==> config.mk <==
export PLATFORM = sky130hd
export DESIGN_NAME = transceiver_startup_repeater_ctrl
export DESIGN_NICKNAME = d
export VERILOG_FILES = /design/src/xcvr_ctrl_pkg.sv /design/src/transceiver_startup_repeater_ctrl.sv
export VERILOG_INCLUDE_DIRS = /design/src
export SDC_FILE = /design/constraint.sdc
export NUM_CORES = 1
export LEC_CHECK = 0
export BUFFER_PORTS_ARGS = -buffer_cell sky130_fd_sc_hd__buf_2
export CORE_UTILIZATION = 47
export CTS_CLUSTER_DIAMETER = 60
export DETAILED_ROUTE_END_ITERATION = 12
export GPL_TIMING_DRIVEN = 0
export PLACE_DENSITY = 0.76
export SYNTH_ARGS = -nofsm -noshare
export SYNTH_HDL_FRONTEND = slang
export SYNTH_SLANG_ARGS = --single-unit
==> constraint.sdc <==
create_clock -name core_clk -period 2.85 [get_ports core_clk]
set_input_delay 0.1425 -clock core_clk [delete_from_list [all_inputs] [get_ports core_clk]]
set_output_delay 0.1425 -clock core_clk [all_outputs]
set_load 0.005 [all_outputs]
==> src/xcvr_ctrl_params.svh <==
`ifndef XCVR_CTRL_PARAMS_SVH
`define XCVR_CTRL_PARAMS_SVH

// ==========================================
// clock and link timing
`define CORE_CLK_PERIOD_NS  20
`define BIT_TIME_PS         1000
`define PLL_SETTLE_US       25
`define PLL_START_BITS      20480
`define RX_INIT_BITS        300
`define WORD_ALIGN_BITS     160

// ==========================================
// derived cycle counts, rounded up, full and half speed
`define CYC_PS              (`CORE_CLK_PERIOD_NS * 1000)
`define PLL_CYC_FULL  ((`PLL_START_BITS * `BIT_TIME_PS + `PLL_SETTLE_US * 1000000 + `CYC_PS - 1) / `CYC_PS)
`define PLL_CYC_HALF  ((`PLL_START_BITS * `BIT_TIME_PS * 2 + `PLL_SETTLE_US * 1000000 + `CYC_PS - 1) / `CYC_PS)
`define RXI_CYC_FULL  ((`RX_INIT_BITS * `BIT_TIME_PS + `CYC_PS - 1) / `CYC_PS)
`define RXI_CYC_HALF  ((`RX_INIT_BITS * `BIT_TIME_PS * 2 + `CYC_PS - 1) / `CYC_PS)
`define WA_CYC_FULL   ((`WORD_ALIGN_BITS * `BIT_TIME_PS + `CYC_PS - 1) / `CYC_PS)
`define WA_CYC_HALF   ((`WORD_ALIGN_BITS * `BIT_TIME_PS * 2 + `CYC_PS - 1) / `CYC_PS)
`define TIMER_W             12

// ==========================================
// reference clock activity window in core cycles
`define REFCLK_LOSS_CYC     16
`define REFCLK_CNT_W        5

// ==========================================
// idle code group values
`define IDLE_BYTE           8'hBC
`define IDLE_GROUP_NEG      10'h0FA
`define IDLE_GROUP_POS      10'h305

`endif

==> src/xcvr_ctrl_pkg.sv <==
package xcvr_ctrl_pkg;

    // ==========================================
    // startup sequencer states
    typedef enum logic [2:0] {
        ST_WAIT_CLK = 3'h0,
        ST_PLL      = 3'h1,
        ST_RX_INIT  = 3'h2,
        ST_WORD_AL  = 3'h3,
        ST_RUN      = 3'h4,
        ST_STANDBY  = 3'h5
    } startup_state_t;

    // ==========================================
    // configuration pins, asynchronous to core_clk
    typedef struct packed {
        logic diff_refclk_select;
        logic half_speed_enable;
        logic word_sync_select_hi;
        logic word_sync_select_lo;
        logic low_power_hold;
        logic relay_mode_enable;
        logic ten_bit_passthrough_enable;
        logic byte_align_enable;
        logic recovered_clock_timing_enable;
        logic idle_insert_remove_enable;
        logic rx_clk_center_select;
    } cfg_t;

    // received unit from one link receiver
    typedef struct packed {
        logic       valid;
        logic [9:0] group;
        logic [7:0] data;
        logic       is_ctrl;
        logic       code_err;
        logic       disp_err;
    } link_rx_t;

    // unit offered to one link transmitter
    typedef struct packed {
        logic       valid;
        logic [9:0] group;
        logic [7:0] data;
        logic       is_ctrl;
    } link_tx_t;

    // sequencer status seen by the rest of the device
    typedef struct packed {
        logic pll_locked;
        logic rx_init_active;
        logic word_align_active;
        logic run;
        logic serial_tx_disable;
        logic core_clock_enable;
    } status_t;

    // datapath steering
    typedef struct packed {
        logic refclk_diff_used;
        logic encoder_bypass;
        logic disparity_check_en;
        logic tx_recovered_timing;
        logic rx_if_centered;
        logic rx_if_half_rate;
        logic relay_cfg_error;
    } steer_t;

endpackage

==> src/transceiver_startup_repeater_ctrl.sv <==
`timescale 1ns/100ps
`include "xcvr_ctrl_params.svh"

module transceiver_startup_repeater_ctrl
    import xcvr_ctrl_pkg::*;
(
    input  wire logic                  core_clk,
    input  wire logic                  rst_b,
    input  wire logic                  refclk_diff_pin,
    input  wire logic                  refclk_se_pin,
    input  wire cfg_t                  cfg_pins,
    input  wire link_rx_t [1:0]        rx_link,
    input  wire link_tx_t [1:0]        local_tx,
    input  wire logic     [1:0]        tx_slot,
    input  wire logic                  flag_clear,
    output startup_state_t             startup_state,
    output status_t                    status,
    output steer_t                     steer,
    output link_tx_t      [1:0]        tx_link,
    output logic          [1:0]        relay_code_err,
    output logic          [1:0]        relay_disp_err,
    output logic          [1:0]        overrun_flag,
    output logic          [1:0]        underrun_flag
);

    // ==========================================
    // pin synchronisers
    cfg_t        cfg_meta_reg;      // first stage, read only by cfg_reg
    cfg_t        cfg_reg;           // settled configuration
    logic [1:0]  clk_meta_reg;      // first stage of refclk samples
    logic [1:0]  clk_sync_reg;      // second stage of refclk samples
    logic        clk_prev_reg;      // previous selected sample

    // two flops on every asynchronous pin
    always_ff @(posedge core_clk or negedge rst_b) begin
        if (!rst_b) begin
            cfg_meta_reg <= '0;
            cfg_reg      <= '0;
            clk_meta_reg <= 2'h0;
            clk_sync_reg <= 2'h0;
        end else begin
            cfg_meta_reg <= cfg_pins;
            cfg_reg      <= cfg_meta_reg;
            clk_meta_reg <= {refclk_diff_pin, refclk_se_pin};
            clk_sync_reg <= clk_meta_reg;
        end
    end

    // ==========================================
    // reference clock selection and presence
    wire logic clk_sel_sample;      // sample of the chosen source
    wire logic clk_toggle;          // source moved since last cycle

    assign clk_sel_sample = cfg_reg.diff_refclk_select ? clk_sync_reg[1]
                                                       : clk_sync_reg[0];
    assign clk_toggle     = clk_sel_sample ^ clk_prev_reg;

    logic [`REFCLK_CNT_W-1:0] quiet_cnt_reg;   // cycles since last toggle
    logic                     clk_present_reg; // refclk seen recently

    // a refclk at an exact multiple of core_clk can alias to a steady
    // level; the window only tells a stopped clock from a running one
    always_ff @(posedge core_clk or negedge rst_b) begin
        if (!rst_b) begin
            clk_prev_reg    <= 1'b0;
            quiet_cnt_reg   <= '0;
            clk_present_reg <= 1'b0;
        end else begin
            clk_prev_reg <= clk_sel_sample;
            if (clk_toggle) begin
                quiet_cnt_reg   <= '0;
                clk_present_reg <= 1'b1;
            end else if (quiet_cnt_reg == `REFCLK_CNT_W'(`REFCLK_LOSS_CYC)) begin
                clk_present_reg <= 1'b0;
            end else begin
                quiet_cnt_reg <= quiet_cnt_reg + `REFCLK_CNT_W'(1);
            end
        end
    end

    // ==========================================
    // step durations, half speed doubles bit times
    wire logic [`TIMER_W-1:0] pll_cyc;   // pll startup length
    wire logic [`TIMER_W-1:0] rxi_cyc;   // receiver init length
    wire logic [`TIMER_W-1:0] wa_cyc;    // word alignment length
    wire logic                ws_en;     // word alignment wanted
    wire logic                standby;   // standby requested

    assign pll_cyc = cfg_reg.half_speed_enable ? `TIMER_W'(`PLL_CYC_HALF)
                                               : `TIMER_W'(`PLL_CYC_FULL);
    assign rxi_cyc = cfg_reg.half_speed_enable ? `TIMER_W'(`RXI_CYC_HALF)
                                               : `TIMER_W'(`RXI_CYC_FULL);
    assign wa_cyc  = cfg_reg.half_speed_enable ? `TIMER_W'(`WA_CYC_HALF)
                                               : `TIMER_W'(`WA_CYC_FULL);
    assign ws_en   = cfg_reg.word_sync_select_hi | cfg_reg.word_sync_select_lo;
    assign standby = cfg_reg.low_power_hold;

    // ==========================================
    // startup sequencer
    startup_state_t           state_reg;   // current step
    startup_state_t           state_next;  // next step
    logic [`TIMER_W-1:0]      timer_reg;   // cycles left in the step
    logic                     timer_load;  // restart timer
    logic [`TIMER_W-1:0]      timer_val;   // value loaded on restart
    wire logic                timer_done;  // step time elapsed

    assign timer_done = (timer_reg == '0);

    // step order and standby handling
    always_comb begin
        state_next = state_reg;
        timer_load = 1'b0;
        timer_val  = '0;
        case (state_reg)
            ST_WAIT_CLK: begin
                // no trigger besides a running refclk
                if (clk_present_reg) begin
                    state_next = ST_PLL;
                    timer_load = 1'b1;
                    timer_val  = pll_cyc;
                end
            end
            ST_PLL: begin
                // pll keeps locking even under standby
                if (timer_done) begin
                    if (standby) begin
                        state_next = ST_STANDBY;
                    end else begin
                        state_next = ST_RX_INIT;
                        timer_load = 1'b1;
                        timer_val  = rxi_cyc;
                    end
                end
            end
            ST_RX_INIT: begin
                if (standby) begin
                    state_next = ST_STANDBY;
                end else if (timer_done) begin
                    if (ws_en) begin
                        // word align only once bytes are framed
                        state_next = ST_WORD_AL;
                        timer_load = 1'b1;
                        timer_val  = wa_cyc;
                    end else begin
                        state_next = ST_RUN;
                    end
                end
            end
            ST_WORD_AL: begin
                if (standby) begin
                    state_next = ST_STANDBY;
                end else if (timer_done) begin
                    state_next = ST_RUN;
                end
            end
            ST_RUN: begin
                if (standby) begin
                    state_next = ST_STANDBY;
                end
            end
            ST_STANDBY: begin
                // pll is still locked, skip its step on exit
                if (!standby) begin
                    state_next = ST_RX_INIT;
                    timer_load = 1'b1;
                    timer_val  = rxi_cyc;
                end
            end
            default: begin
                state_next = ST_WAIT_CLK;
            end
        endcase
    end

    // state and step timer; reset low restarts everything
    always_ff @(posedge core_clk or negedge rst_b) begin
        if (!rst_b) begin
            state_reg <= ST_WAIT_CLK;
            timer_reg <= '0;
        end else begin
            state_reg <= state_next;
            if (timer_load) begin
                timer_reg <= timer_val - `TIMER_W'(1);
            end else if (!timer_done) begin
                timer_reg <= timer_reg - `TIMER_W'(1);
            end
        end
    end

    // ==========================================
    // status and steering decode
    status_t   status_next;  // decoded from next state
    steer_t    steer_next;   // decoded from configuration
    wire logic relay;        // relay mode active
    wire logic tbi_relay;    // relay with raw groups

    assign relay     = cfg_reg.relay_mode_enable;
    assign tbi_relay = relay & cfg_reg.ten_bit_passthrough_enable;

    assign status_next.pll_locked        = (state_next != ST_WAIT_CLK) &&
                                           (state_next != ST_PLL);
    assign status_next.rx_init_active    = (state_next == ST_RX_INIT);
    assign status_next.word_align_active = (state_next == ST_WORD_AL);
    assign status_next.run               = (state_next == ST_RUN);
    assign status_next.serial_tx_disable = (state_next != ST_RUN);
    assign status_next.core_clock_enable = (state_next != ST_STANDBY);

    assign steer_next.refclk_diff_used    = cfg_reg.diff_refclk_select;
    assign steer_next.encoder_bypass      = tbi_relay;
    assign steer_next.disparity_check_en  = ~tbi_relay;
    assign steer_next.tx_recovered_timing = cfg_reg.recovered_clock_timing_enable
                                            & ~relay;
    assign steer_next.rx_if_centered      = cfg_reg.rx_clk_center_select;
    assign steer_next.rx_if_half_rate     = cfg_reg.half_speed_enable;
    assign steer_next.relay_cfg_error     = relay & (~cfg_reg.byte_align_enable |
                                            ~cfg_reg.idle_insert_remove_enable);

    // registered status so outputs come from flops
    always_ff @(posedge core_clk or negedge rst_b) begin
        if (!rst_b) begin
            status <= '0;
            steer  <= '0;
        end else begin
            status <= status_next;
            steer  <= steer_next;
        end
    end

    assign startup_state = state_reg;

    // ==========================================
    // per-link relay and transmit path
    genvar li;
    generate
        for (li = 0; li < 2; li = li + 1) begin : g_link
            link_tx_t  hold_reg;    // last unit taken from receiver
            logic      pend_reg;    // hold not yet transmitted
            wire logic rx_idle;     // incoming unit is an idle
            wire logic hold_idle;   // held unit is an idle
            wire logic busy;        // hold full and not draining
            wire logic drop_ok;     // idle may be discarded
            wire logic take;        // load incoming unit
            wire logic ovr_evt;     // data lost to overrun
            wire logic und_evt;     // slot with nothing safe to repeat
            link_tx_t  rx_unit;     // incoming unit reshaped
            link_tx_t  tx_next;     // next transmitter word

            assign rx_idle   = tbi_relay ?
                               ((rx_link[li].group == `IDLE_GROUP_NEG) ||
                                (rx_link[li].group == `IDLE_GROUP_POS)) :
                               (rx_link[li].is_ctrl &&
                                (rx_link[li].data == `IDLE_BYTE));
            assign hold_idle = tbi_relay ?
                               ((hold_reg.group == `IDLE_GROUP_NEG) ||
                                (hold_reg.group == `IDLE_GROUP_POS)) :
                               (hold_reg.is_ctrl &&
                                (hold_reg.data == `IDLE_BYTE));
            assign busy      = pend_reg & ~tx_slot[li];
            assign drop_ok   = cfg_reg.idle_insert_remove_enable & rx_idle;
            assign take      = relay & rx_link[li].valid & ~(busy & drop_ok);
            assign ovr_evt   = relay & rx_link[li].valid & busy & ~drop_ok;
            assign und_evt   = relay & status.run & tx_slot[li] & ~pend_reg &
                               ~(cfg_reg.idle_insert_remove_enable & hold_idle);

            // raw group passes untouched, byte goes to the encoder
            assign rx_unit.valid   = 1'b1;
            assign rx_unit.group   = rx_link[li].group;
            assign rx_unit.data    = rx_link[li].data;
            assign rx_unit.is_ctrl = rx_link[li].is_ctrl;

            // relay repeats the held unit on every reference slot while status.run is set
            assign tx_next.valid   = status.run & tx_slot[li] &
                                     (relay ? 1'b1 : local_tx[li].valid);
            assign tx_next.group   = relay ? hold_reg.group : local_tx[li].group;
            assign tx_next.data    = relay ? hold_reg.data : local_tx[li].data;
            assign tx_next.is_ctrl = relay ? hold_reg.is_ctrl
                                           : local_tx[li].is_ctrl;

            // hold register and pending flag
            always_ff @(posedge core_clk or negedge rst_b) begin
                if (!rst_b) begin
                    hold_reg <= '0;
                    pend_reg <= 1'b0;
                end else begin
                    if (take) begin
                        hold_reg <= rx_unit;
                    end
                    pend_reg <= take | busy;
                end
            end

            // transmit word, errors and sticky drift flags
            always_ff @(posedge core_clk or negedge rst_b) begin
                if (!rst_b) begin
                    tx_link[li]        <= '0;
                    relay_code_err[li] <= 1'b0;
                    relay_disp_err[li] <= 1'b0;
                    overrun_flag[li]   <= 1'b0;
                    underrun_flag[li]  <= 1'b0;
                end else begin
                    tx_link[li]        <= tx_next;
                    // checks only reported for byte relay
                    relay_code_err[li] <= relay & ~tbi_relay & rx_link[li].valid &
                                          rx_link[li].code_err;
                    relay_disp_err[li] <= relay & ~tbi_relay & rx_link[li].valid &
                                          rx_link[li].disp_err;
                    // a new event outranks a clear in the same cycle
                    if (ovr_evt) begin
                        overrun_flag[li] <= 1'b1;
                    end else if (flag_clear) begin
                        overrun_flag[li] <= 1'b0;
                    end
                    if (und_evt) begin
                        underrun_flag[li] <= 1'b1;
                    end else if (flag_clear) begin
                        underrun_flag[li] <= 1'b0;
                    end
                end
            end
        end
    endgenerate

endmodule // transceiver_startup_repeater_ctrl

* Word-level counts from Yosys, hierarchy flattened
Cells that the tools add are included.
Storage, ports and cells: register bits after elaboration 149, memories 0, logic and storage cells 220, latch bits 0, input port bits 102, ROM bits 0, output and inout port bits 64, bits in writable memories 0
Operators by class: bitwise logic cells 56, order comparisons 0, reduce and logical (&&, ||, !) cells 17, $add $sub $neg 3, shifts and indexed selects 0, $mul 0, divide/modulo/power cells 0, equal/unequal tests 26, mux-type cells 52
Operators by type and width (count):
- $pmux W12 S4 | 1
- $mux W5 | 9
- $eq A10 B10 Y1 const B | 4
- $eq A10 B8 Y1 const B | 4
- $and A1 B1 Y1 | 37
- $mux W12 | 3
- $eq A8 B8 Y1 const B | 4
- $mux W3 | 10
- $sub A12 B1 Y12 const B | 2
- $mux W1 | 22
- $mux W10 | 2
- $pmux W3 S6 | 1
- $mux W8 | 2
- $not A1 Y1 | 14
- $eq A3 B2 Y1 const B | 4
- $logic_not A12 Y1 | 1
- $mux W11 | 1
- $reduce_bool A2 Y1 | 5
- $eq A3 B3 Y1 const B | 3
- $ne A3 B3 Y1 const B | 2
- $add A5 B1 Y5 const B | 1
- $eq A5 B5 Y1 const B | 1
- $logic_and A1 B1 Y1 | 5
- $logic_or A1 B1 Y1 | 4
- 8 further kinds | 12

* Logic depth before layout (Yosys ltp)
Gate-level depths: netlist of the first run.
word-level depth 8, depth in mapped cells 11, mapped depth without buffers 11

* Worst setup path after synthesis of the first run
OpenSTA, ideal clock, no wires.
path type reg-to-reg, start reg timer_reg[3], end reg timer_reg[8], arrival time 2782 ps, clock period less this slack 2901 ps, slack -51 ps, path buffers 0, data required time 2730 ps, library setup time 120 ps, cell stages (with the launch flop) 10, cells stage by stage dfrtp_1 -> or4_4 -> or4_4 -> o41a_1 -> a31oi_1 -> ha_1 -> nand3_1 -> a211oi_1 -> xnor2_1 -> nor2_1
Between the ends: cells in the longest elaborated chain, start to end 6, elaborated cells on any way between the ends 14, classes of those cells add/sub (2); eq/ne (1); mux (10); reduce/logical (1)
Ends and longest elaborated chain:
- from (decl) | line transceiver_startup_repeater_ctrl.sv:102 | logic [`TIMER_W-1:0] timer_reg;
- from (signal assigned) | line transceiver_startup_repeater_ctrl.sv:183 | timer_reg <= timer_val - `TIMER_W'(1);
- from (signal assigned) | line transceiver_startup_repeater_ctrl.sv:185 | timer_reg <= timer_reg - `TIMER_W'(1);
- $logic_not A12 Y1 | line transceiver_startup_repeater_ctrl.sv:107 | assign timer_done = (timer_reg == '0);
- $mux W5 | line transceiver_startup_repeater_ctrl.sv:138 | end else if (timer_done) begin
- $mux W5 | line transceiver_startup_repeater_ctrl.sv:136 | if (standby) begin
- $pmux W12 S4 | line transceiver_startup_repeater_ctrl.sv:114 | case (state_reg)
- $sub A12 B1 Y12 | line transceiver_startup_repeater_ctrl.sv:183
- $mux W12 | line transceiver_startup_repeater_ctrl.sv:182 | if (timer_load) begin
Parallel ways exist; a longest one is shown, timed or not. The select of a mux whose other input is x is not followed. A chain may end at the register's enable or synchronous reset.

* Worst setup path in the final report of the first run
start reg timer_reg[5], end reg timer_reg[4]
Between the ends: cells in the longest elaborated chain, start to end 6, elaborated cells on any way between the ends 12, classes of those cells add/sub (1); eq/ne (1); mux (9); reduce/logical (1)
Ends and longest elaborated chain (line):
- $logic_not A12 Y1 * | transceiver_startup_repeater_ctrl.sv:107
- $mux W5 | transceiver_startup_repeater_ctrl.sv:138
- $mux W5 | transceiver_startup_repeater_ctrl.sv:136
- $pmux W12 S4 | transceiver_startup_repeater_ctrl.sv:114
- $sub A12 B1 Y12 | transceiver_startup_repeater_ctrl.sv:183
- $mux W12 | transceiver_startup_repeater_ctrl.sv:182
Mark *: on every way between the ends. The rest lies on a longest branch, timed or not.

==> metrics.txt, run 1 <==
Final Wtd Congestion=between 0.9 and 1; max reg flops=40; Clock Latency Late Sink=0.42 ns; Num CTS Buffers=17; CP arrival=roughly 3.3 ns; die height=114 µm; layout cell share with drive strength beyond 1=41.1%; Least-Margin Pin Slew=0.781 ns; post-synth cell types=58; fin area=8810 µm²; global-route wire length before repair=26000 µm; initial antenna violation count=0; family with the most delay on the worst path=simple AND/OR/NAND/NOR gates; Filler cells=786; RSZ-0062 raised after global routing=yes; nets@finish=845; GRT overflow=0; drt pass-1 iters=8; Hold Path Class=in2reg; max frequency=~0.34 GHz; pwr/cell area=737 nW/µm²; Die ar.=13100 µm²; placed cell areas=7010 µm²; Crit. End Element=flop; Row Count=40; CP max stage delay=approximately 0.54 ns; Synth warnings=0; Slew HR=a little under half; Synth Area per Inst=13.5 µm²; Switch Pwr=between 1500 and 2000 µW; Final min period=2.95 ns; Synth Instances=440; Final Hold Viols=0; synth-to-layout area growth=48.4%; # Max-Cap Violations=0; Root Buffer=clkbuf_16; worst setup margin=-0.103 ns; kind of critical path=reg2reg; outcome=complete, but fails checks; mapped cell area=between 5000 and 6000 µm²; Total GRT Usage=between 20% and 30%; Worst setup SP type=flop; wire per inst=about 18 µm; detailed-route DRC error count=0; Comb pwr share=22.4%; clock slew at reported path FFs=0.06 ns; # diodes=0; part of the power in registers=around two fifths; wirelength, routed=16200 µm; number of DRC markers in iteration 0=231; Vias=4910; worst vdd ir=just over 500 µV; Pins Over Slew Limit=0; Clock Sink Count=~150; initial core utilization=48.8%; switching share of power=between 20% and 30%; static leakage=0.00409 µW; IO Pins=166; setup violators final=5; core area=~12000 µm²; Main synth FF type=dfrtp_1; CTS tree=done; clock network fraction of design power=approximately 37%; clock buffer depth=2; vias per cell=about 5.3; largest net degree at the start of global routing=82; maximum fanout along the worst path=5; sequential share of the synthesized area=a little over three fifths; CP bufs+invs=3; Req. time, crit path=3.20 ns; Chip Width=114 µm; H-tree depth=4; Setup Skew=0.00765 ns; vias in the first global route=approximately 5300; Routed Antenna Nets=0; synthesized flop and latch total=149; PortBufs=between 150 and 200; failing checks=setup timing; Post-Syn Nets=545; Slowest-stage cell, CP=or4_4; EDFF count, synth=0; CP Cell Sequence=or4_4 > or4_4 > buf_4 > o21ai_4 > nand2_4 > nor2_4 > a31oi_1 > ha_2 > buf_4 > buf_6 > a32o_1 > a21oi_2; cell internal pwr=4700 µW; Hold WS=0.0599 ns; asr flop ratio synth=100%; Post-DP HPWL=9550 µm; period utilization=104%
cell usage after synthesis (3+ instances only):
| cell | instances | area, µm² |
|---|---|---|
| nand4b_1 | 7 | 61.3 |
| inv_1 | 13 | 48.8 |
| nor2_1 | 23 | 86.3 |
| ha_1 | 3 | 37.5 |
| nor4_1 | 8 | 50.1 |
| o21bai_1 | 3 | 22.5 |
| dfrtp_1 | 149 | 3730 |
| o311ai_0 | 3 | 26.3 |
| o21ai_0 | 12 | 60.1 |
| nand2b_1 | 5 | 31.3 |
| a21oi_1 | 6 | 30.0 |
| nand4_1 | 5 | 31.3 |
| a21o_1 | 3 | 22.5 |
| nor3b_1 | 6 | 45.0 |
| xor2_1 | 4 | 35.0 |
| nor3_1 | 8 | 40.0 |
| a22o_1 | 3 | 26.3 |
| and4b_1 | 4 | 40.0 |
| nand3_1 | 8 | 40.0 |
| mux2_2 | 77 | 867 |
| nor4b_1 | 4 | 35.0 |
| buf_1 | 4 | 15.0 |
| nand2_1 | 21 | 78.8 |
| xnor2_1 | 6 | 52.6 |
| clkbuf_1 | 7 | 26.3 |
final timing paths:
path,slack [ns],start,to,depth (start not counted)
max,-0.10,timer_reg[5]$_DFFE_PN0P_,timer_reg[4]$_DFFE_PN0P_,12
min,0.06,rx_link[21],g_link[0].pend_reg$_DFF_PN0_,3
max reg2reg,-0.10,timer_reg[5]$_DFFE_PN0P_,timer_reg[4]$_DFFE_PN0P_,12
min reg2reg,0.35,cfg_meta_reg[0]$_DFF_PN0_,cfg_reg[0]$_DFF_PN0_,0
max in group asynchronous,1.73,rst_b,tx_link[17]$_DFF_PN0_,3
min in group asynchronous,0.35,rst_b,steer[2]$_DFF_PN0_,2
worst min-delay path, delay by kind of cell:
family                 cells  cell delay [ns]
buffers and inverters      1             0.08
and+or+nand+nor            2             0.22
through the flow:
stage / power (µW) / worst slack, ns / TNS, ns / std cells / utilization, %
after detailed placement: 3770 / -0.230 / -0.757 / 774 / 57.7
final: 6490 / -0.103 / -0.285 / 920 / 72.4
after floorplan: 3320 / 0.0272 / 0 / 440 / -
after CTS: 6350 / -0.0836 / -0.266 / 910 / 71.5
after global routing: 6800 / -0.189 / -0.804 / 920 / 72.4
after global placement: 3710 / -0.367 / -53.87 / 773 / 57.4
power by group through the flow:
| stage | clock network [µW] | logic (µW) | registers [µW] |
|---|---|---|---|
| 6_report | 2410 | 1450 | 2630 |
| 4_1_cts | 2440 | 1300 | 2610 |
| 3_3_place_gp | 0 | 1080 | 2640 |
| 3_5_place_dp | 0 | 1120 | 2650 |
| 2_1_floorplan | 0 | 707 | 2610 |
| 5_1_grt | 2540 | 1590 | 2660 |
cell usage in the layout, fill, tap and decap left out, drive strengths merged, types with 6 or more instances in the layout:
| master | count |
|---|---|
| dfrtp | 149 |
| nor4 | 8 |
| clkbuf | 25 |
| nand2 | 21 |
| dlygate4sd3 | 99 |
| a21oi | 7 |
| buf | 188 |
| mux2 | 77 |
| xnor2 | 6 |
| nand4b | 7 |
| nor3b | 6 |
| nand3 | 8 |
| nor3 | 8 |
| o21ai | 13 |
| inv | 14 |
| nor2 | 23 |
metal layers:
layer / share of wire [%] / up-vias / track usage, % / wire length [µm]
met5: 0 / - / 0 / 0
met4: 3.2 / 0 / 13.4 / 517
li1: - / 2190 / - / -
met1: 38 / 2470 / 29.0 / 6200
met3: 5.7 / 47 / 8.58 / 932
met2: 53 / 203 / 45.9 / 8570
cells by family (layout without fill, tap and decap cells):
| kind of cell | Yosys count | in the layout | share of synthesized area (%) |
|---|---|---|---|
| flops | 149 | 149 | 62.8 |
| simple gates | 119 | 119 | 11.8 |
| compound gates | 54 | 54 | 6.58 |
| mux | 79 | 79 | 14.9 |
| buf+inv | 26 | 338 | 1.69 |
| xor+xnor | 10 | 10 | 1.48 |
| fa+ha+maj | 3 | 3 | 0.633 |
layout make-up:
class                      instances  area, µm²  share of cell area, %
inverter                          13       48.8                  0.554
multi-input combinational        265       2160                   24.5
timing repair buffer             281       1970                   22.4
tap                              168        210                   2.39
clock buffer                      18        429                   4.87
sequential                       149       3730                   42.3
clock inverter                    13        206                   2.34
buffer                            13       53.8                  0.611
what timing repair did:
item | 4_1_cts | 5_1_grt
setup buffers | 6 | 10
setup endpoints to repair | 5 | 28
pin swaps | 9 | 13
hold endpoints to repair | 176 | 0
resized for setup | 5 | 12
hold buffers | 99 | 0
(Power assumes the default switching activity.)
==> inputs of run 2 (changes only) <==
--- a/config.mk
+++ b/config.mk
@@ -12,6 +12,7 @@
 export DETAILED_ROUTE_END_ITERATION = 12
 export GPL_TIMING_DRIVEN = 0
 export PLACE_DENSITY = 0.76
+export SKIP_CTS_REPAIR_TIMING = 1
 export SYNTH_ARGS = -nofsm -noshare
 export SYNTH_HDL_FRONTEND = slang
 export SYNTH_SLANG_ARGS = --single-unit
==> run 2 against run 1 <==
  * The flow still finishes with violations (setup timing)
  * Count of clock-buffer cells in the layout stayed put
  * Critical path depth decreased by 3
  * Maximum frequency decreased by 4.1%
  * Core utilization is 0.92 points lower
  * Global-route usage decreased by 4.2 points
  * Power down 1.5%
  * Register-to-register slack got worse by 0.13 ns
  * Final area decreased by 1.3%
  * Flip-flop and latch count did not move
  * Combinational power is 6% lower
  * Critical endpoint is now timer_reg[8]$_DFFE_PN0P_
  * Largest cell class unchanged
==> metrics.txt, run 2 (synthesis results as in run 1) <==
Met2 Routed Length=8360 µm (was 8570 µm); vias per cell=5.28 (was 5.34); initial core utilization=48.8% (unchanged); Num CTS Buffers=17 (unchanged); Setup TNS=-0.910 ns (was -0.285 ns); drt pass-1 iters=4 (was 8); largest net degree at the start of global routing=82 (unchanged); Vias=4797 (was 4910); Final Wtd Congestion=0.913 (unchanged); Row Count=40 (unchanged); synth-to-layout area growth=46.6% (was 48.4%); commonest non-fill, non-tap cell in the layout=buf_2 (unchanged); Final min period=3.08 ns (was 2.95 ns); Root Buffer=clkbuf_16 (unchanged); Chip Width=114 µm (unchanged); Placed Cells=774 (unchanged); static leakage=0.00403 µW (was 0.00409 µW); Total GRT Usage=22.3% (was 26.4%); worst reg2reg setup slack=-0.23 ns (was -0.10 ns); Post-DP HPWL=9550 µm (unchanged); core area=12200 µm² (unchanged); maximum fanout along the worst path=5 (unchanged); IO Pins=166 (unchanged); Hold Path Class=in2reg (unchanged); detailed-route DRC error count=0 (unchanged); outcome=complete, but fails checks (unchanged); wirelength, routed=15800 µm (was 16200 µm); global-route wire length before repair=22000 µm (was 26000 µm); Clock Sink Count=149 (unchanged); nets@finish=834 (was 845); max reg flops=40 (unchanged); GRT overflow=0 (unchanged); Final Hold Viols=0 (unchanged); RSZ-0062 raised after global routing=yes (unchanged); highest-count cells in the layout ignoring fill and taps=buf_2 (166), dfrtp_1 (149), dlygate4sd3_1 (95), mux2_2 (77), nor2_1 (22) (was buf_2 (166), dfrtp_1 (149), dlygate4sd3_1 (99), mux2_2 (77), nor2_1 (21)); period utilization=108% (was 104%); clock buffer depth=2 (unchanged); Hold WS=0.00259 ns (was 0.0599 ns); Clock Latency Late Sink=0.42 ns (about the same); Least-Margin Pin Slew=0.792 ns (was 0.781 ns); Slew HR=46.7% (was 47.4%); Pins Over Slew Limit=0 (unchanged); WL met3=924 µm (was 932 µm); CP arrival=3.38 ns (was 3.30 ns); layout cell share with drive strength beyond 1=40.2% (was 41.1%); Core Util, Final=71.5% (was 72.4%); Req. time, crit path=3.15 ns (was 3.20 ns); failing checks=setup timing (unchanged); # diodes=0 (unchanged); top sig layer=met4 (unchanged); wire per inst=17.4 µm (was 17.6 µm); initial antenna violation count=0 (unchanged); CTS tree=done (unchanged); final cell count without fillers=909 (was 920); die height=114 µm (unchanged); Worst setup SP type=flop (unchanged); # Max-Cap Violations=0 (unchanged); setup violators final=5 (unchanged); M1 WL=6190 µm (was 6200 µm); worst vdd ir=534 µV (was 504 µV); Crit. End Element=flop (unchanged); Die ar.=13100 µm² (unchanged); PortBufs=165 (unchanged); pwr/cell area=735 nW/µm² (was 737 nW/µm²); worst setup margin=-0.229 ns (was -0.103 ns); number of DRC markers in iteration 0=222 (was 231); Setup Skew=0.00665 ns (was 0.00765 ns); kind of critical path=reg2reg (unchanged); H-tree depth=4 (unchanged); vias in the first global route=4493 (was 5304); max frequency=0.325 GHz (was 0.339 GHz); clock slew at reported path FFs=0.06 ns (about the same); Routed Antenna Nets=0 (unchanged)
run 2: cell count changes in the layout (fill, tap and decap cells not counted):
| cell | previous run | this run |
|---|---|---|
| buf_4 | 15 | 9 |
| dlygate4sd3_1 | 99 | 95 |
| clkbuf_1 | 6 | 8 |
| clkbuf_2 | 2 | 0 |
| buf_6 | 2 | 1 |
| nand3_1 | 7 | 8 |
| nand3_2 | 1 | 0 |
| nor2_1 | 21 | 22 |
| nor2_4 | 1 | 0 |
run 2: area by class of cell:
type / count / area, µm²
flip-flops and latches: 149 / 3730
fillers: 792 / 3460
multi-input cells: 265 / 2140
repair buffers: 270 / 1880
clock buffers: 18 / 429
well taps: 168 / 210
clock inverters: 13 / 206
plain buffers: 13 / 51.3
inverters: 13 / 48.8
run 2: report_power, final:
part	switching [µW]	leakage [µW]	internal, µW
registers	219	0.00178	2410
clock network	859	0.000294	1550
logic	671	0.00196	686
run 2: stage by stage:
step	instance area (µm²)	power, µW	setup slack, ns
floorplan	5940	3320	0.0272
global placement	6980	3710	-0.367
detailed placement	7010	3770	-0.230
CTS	7650	6190	-0.273
global route	8700	6700	-0.363
finish	8700	6390	-0.229
run 2: per-layer routing:
layer	global-route usage, %	vias up
li1	-	2181
met1	26.5	2377
met2	37.3	197
met3	8.26	42
met4	7.88	0
met5	0	-
run 2: path summary, 6_finish.rpt:
check                                          start                            endpoint  depth (start not counted)
setup / recovery            timer_reg[5]$_DFFE_PN0P_            timer_reg[8]$_DFFE_PN0P_                          9
hold / removal                           rx_link[34]  g_link[1].hold_reg[10]$_DFFE_PN0P_                          2
setup reg to reg            timer_reg[5]$_DFFE_PN0P_            timer_reg[8]$_DFFE_PN0P_                          9
hold reg to reg            cfg_meta_reg[0]$_DFF_PN0_                cfg_reg[0]$_DFF_PN0_                          0
max in group asynchronous                      rst_b   g_link[0].hold_reg[8]$_DFFE_PN0P_                          3
min in group asynchronous                      rst_b                cfg_reg[0]$_DFF_PN0_                          2
run 2: worst max-delay path: stages, from the launching register on:
cell and delay (ns):
dfrtp_1 0.41, or4_4 0.55, or4_4 0.57, o41a_1 0.49
a31oi_1 0.19, ha_2 0.27, nand3_1 0.10, a211oi_2 0.19
xnor2_1 0.14, nor2_1 0.05
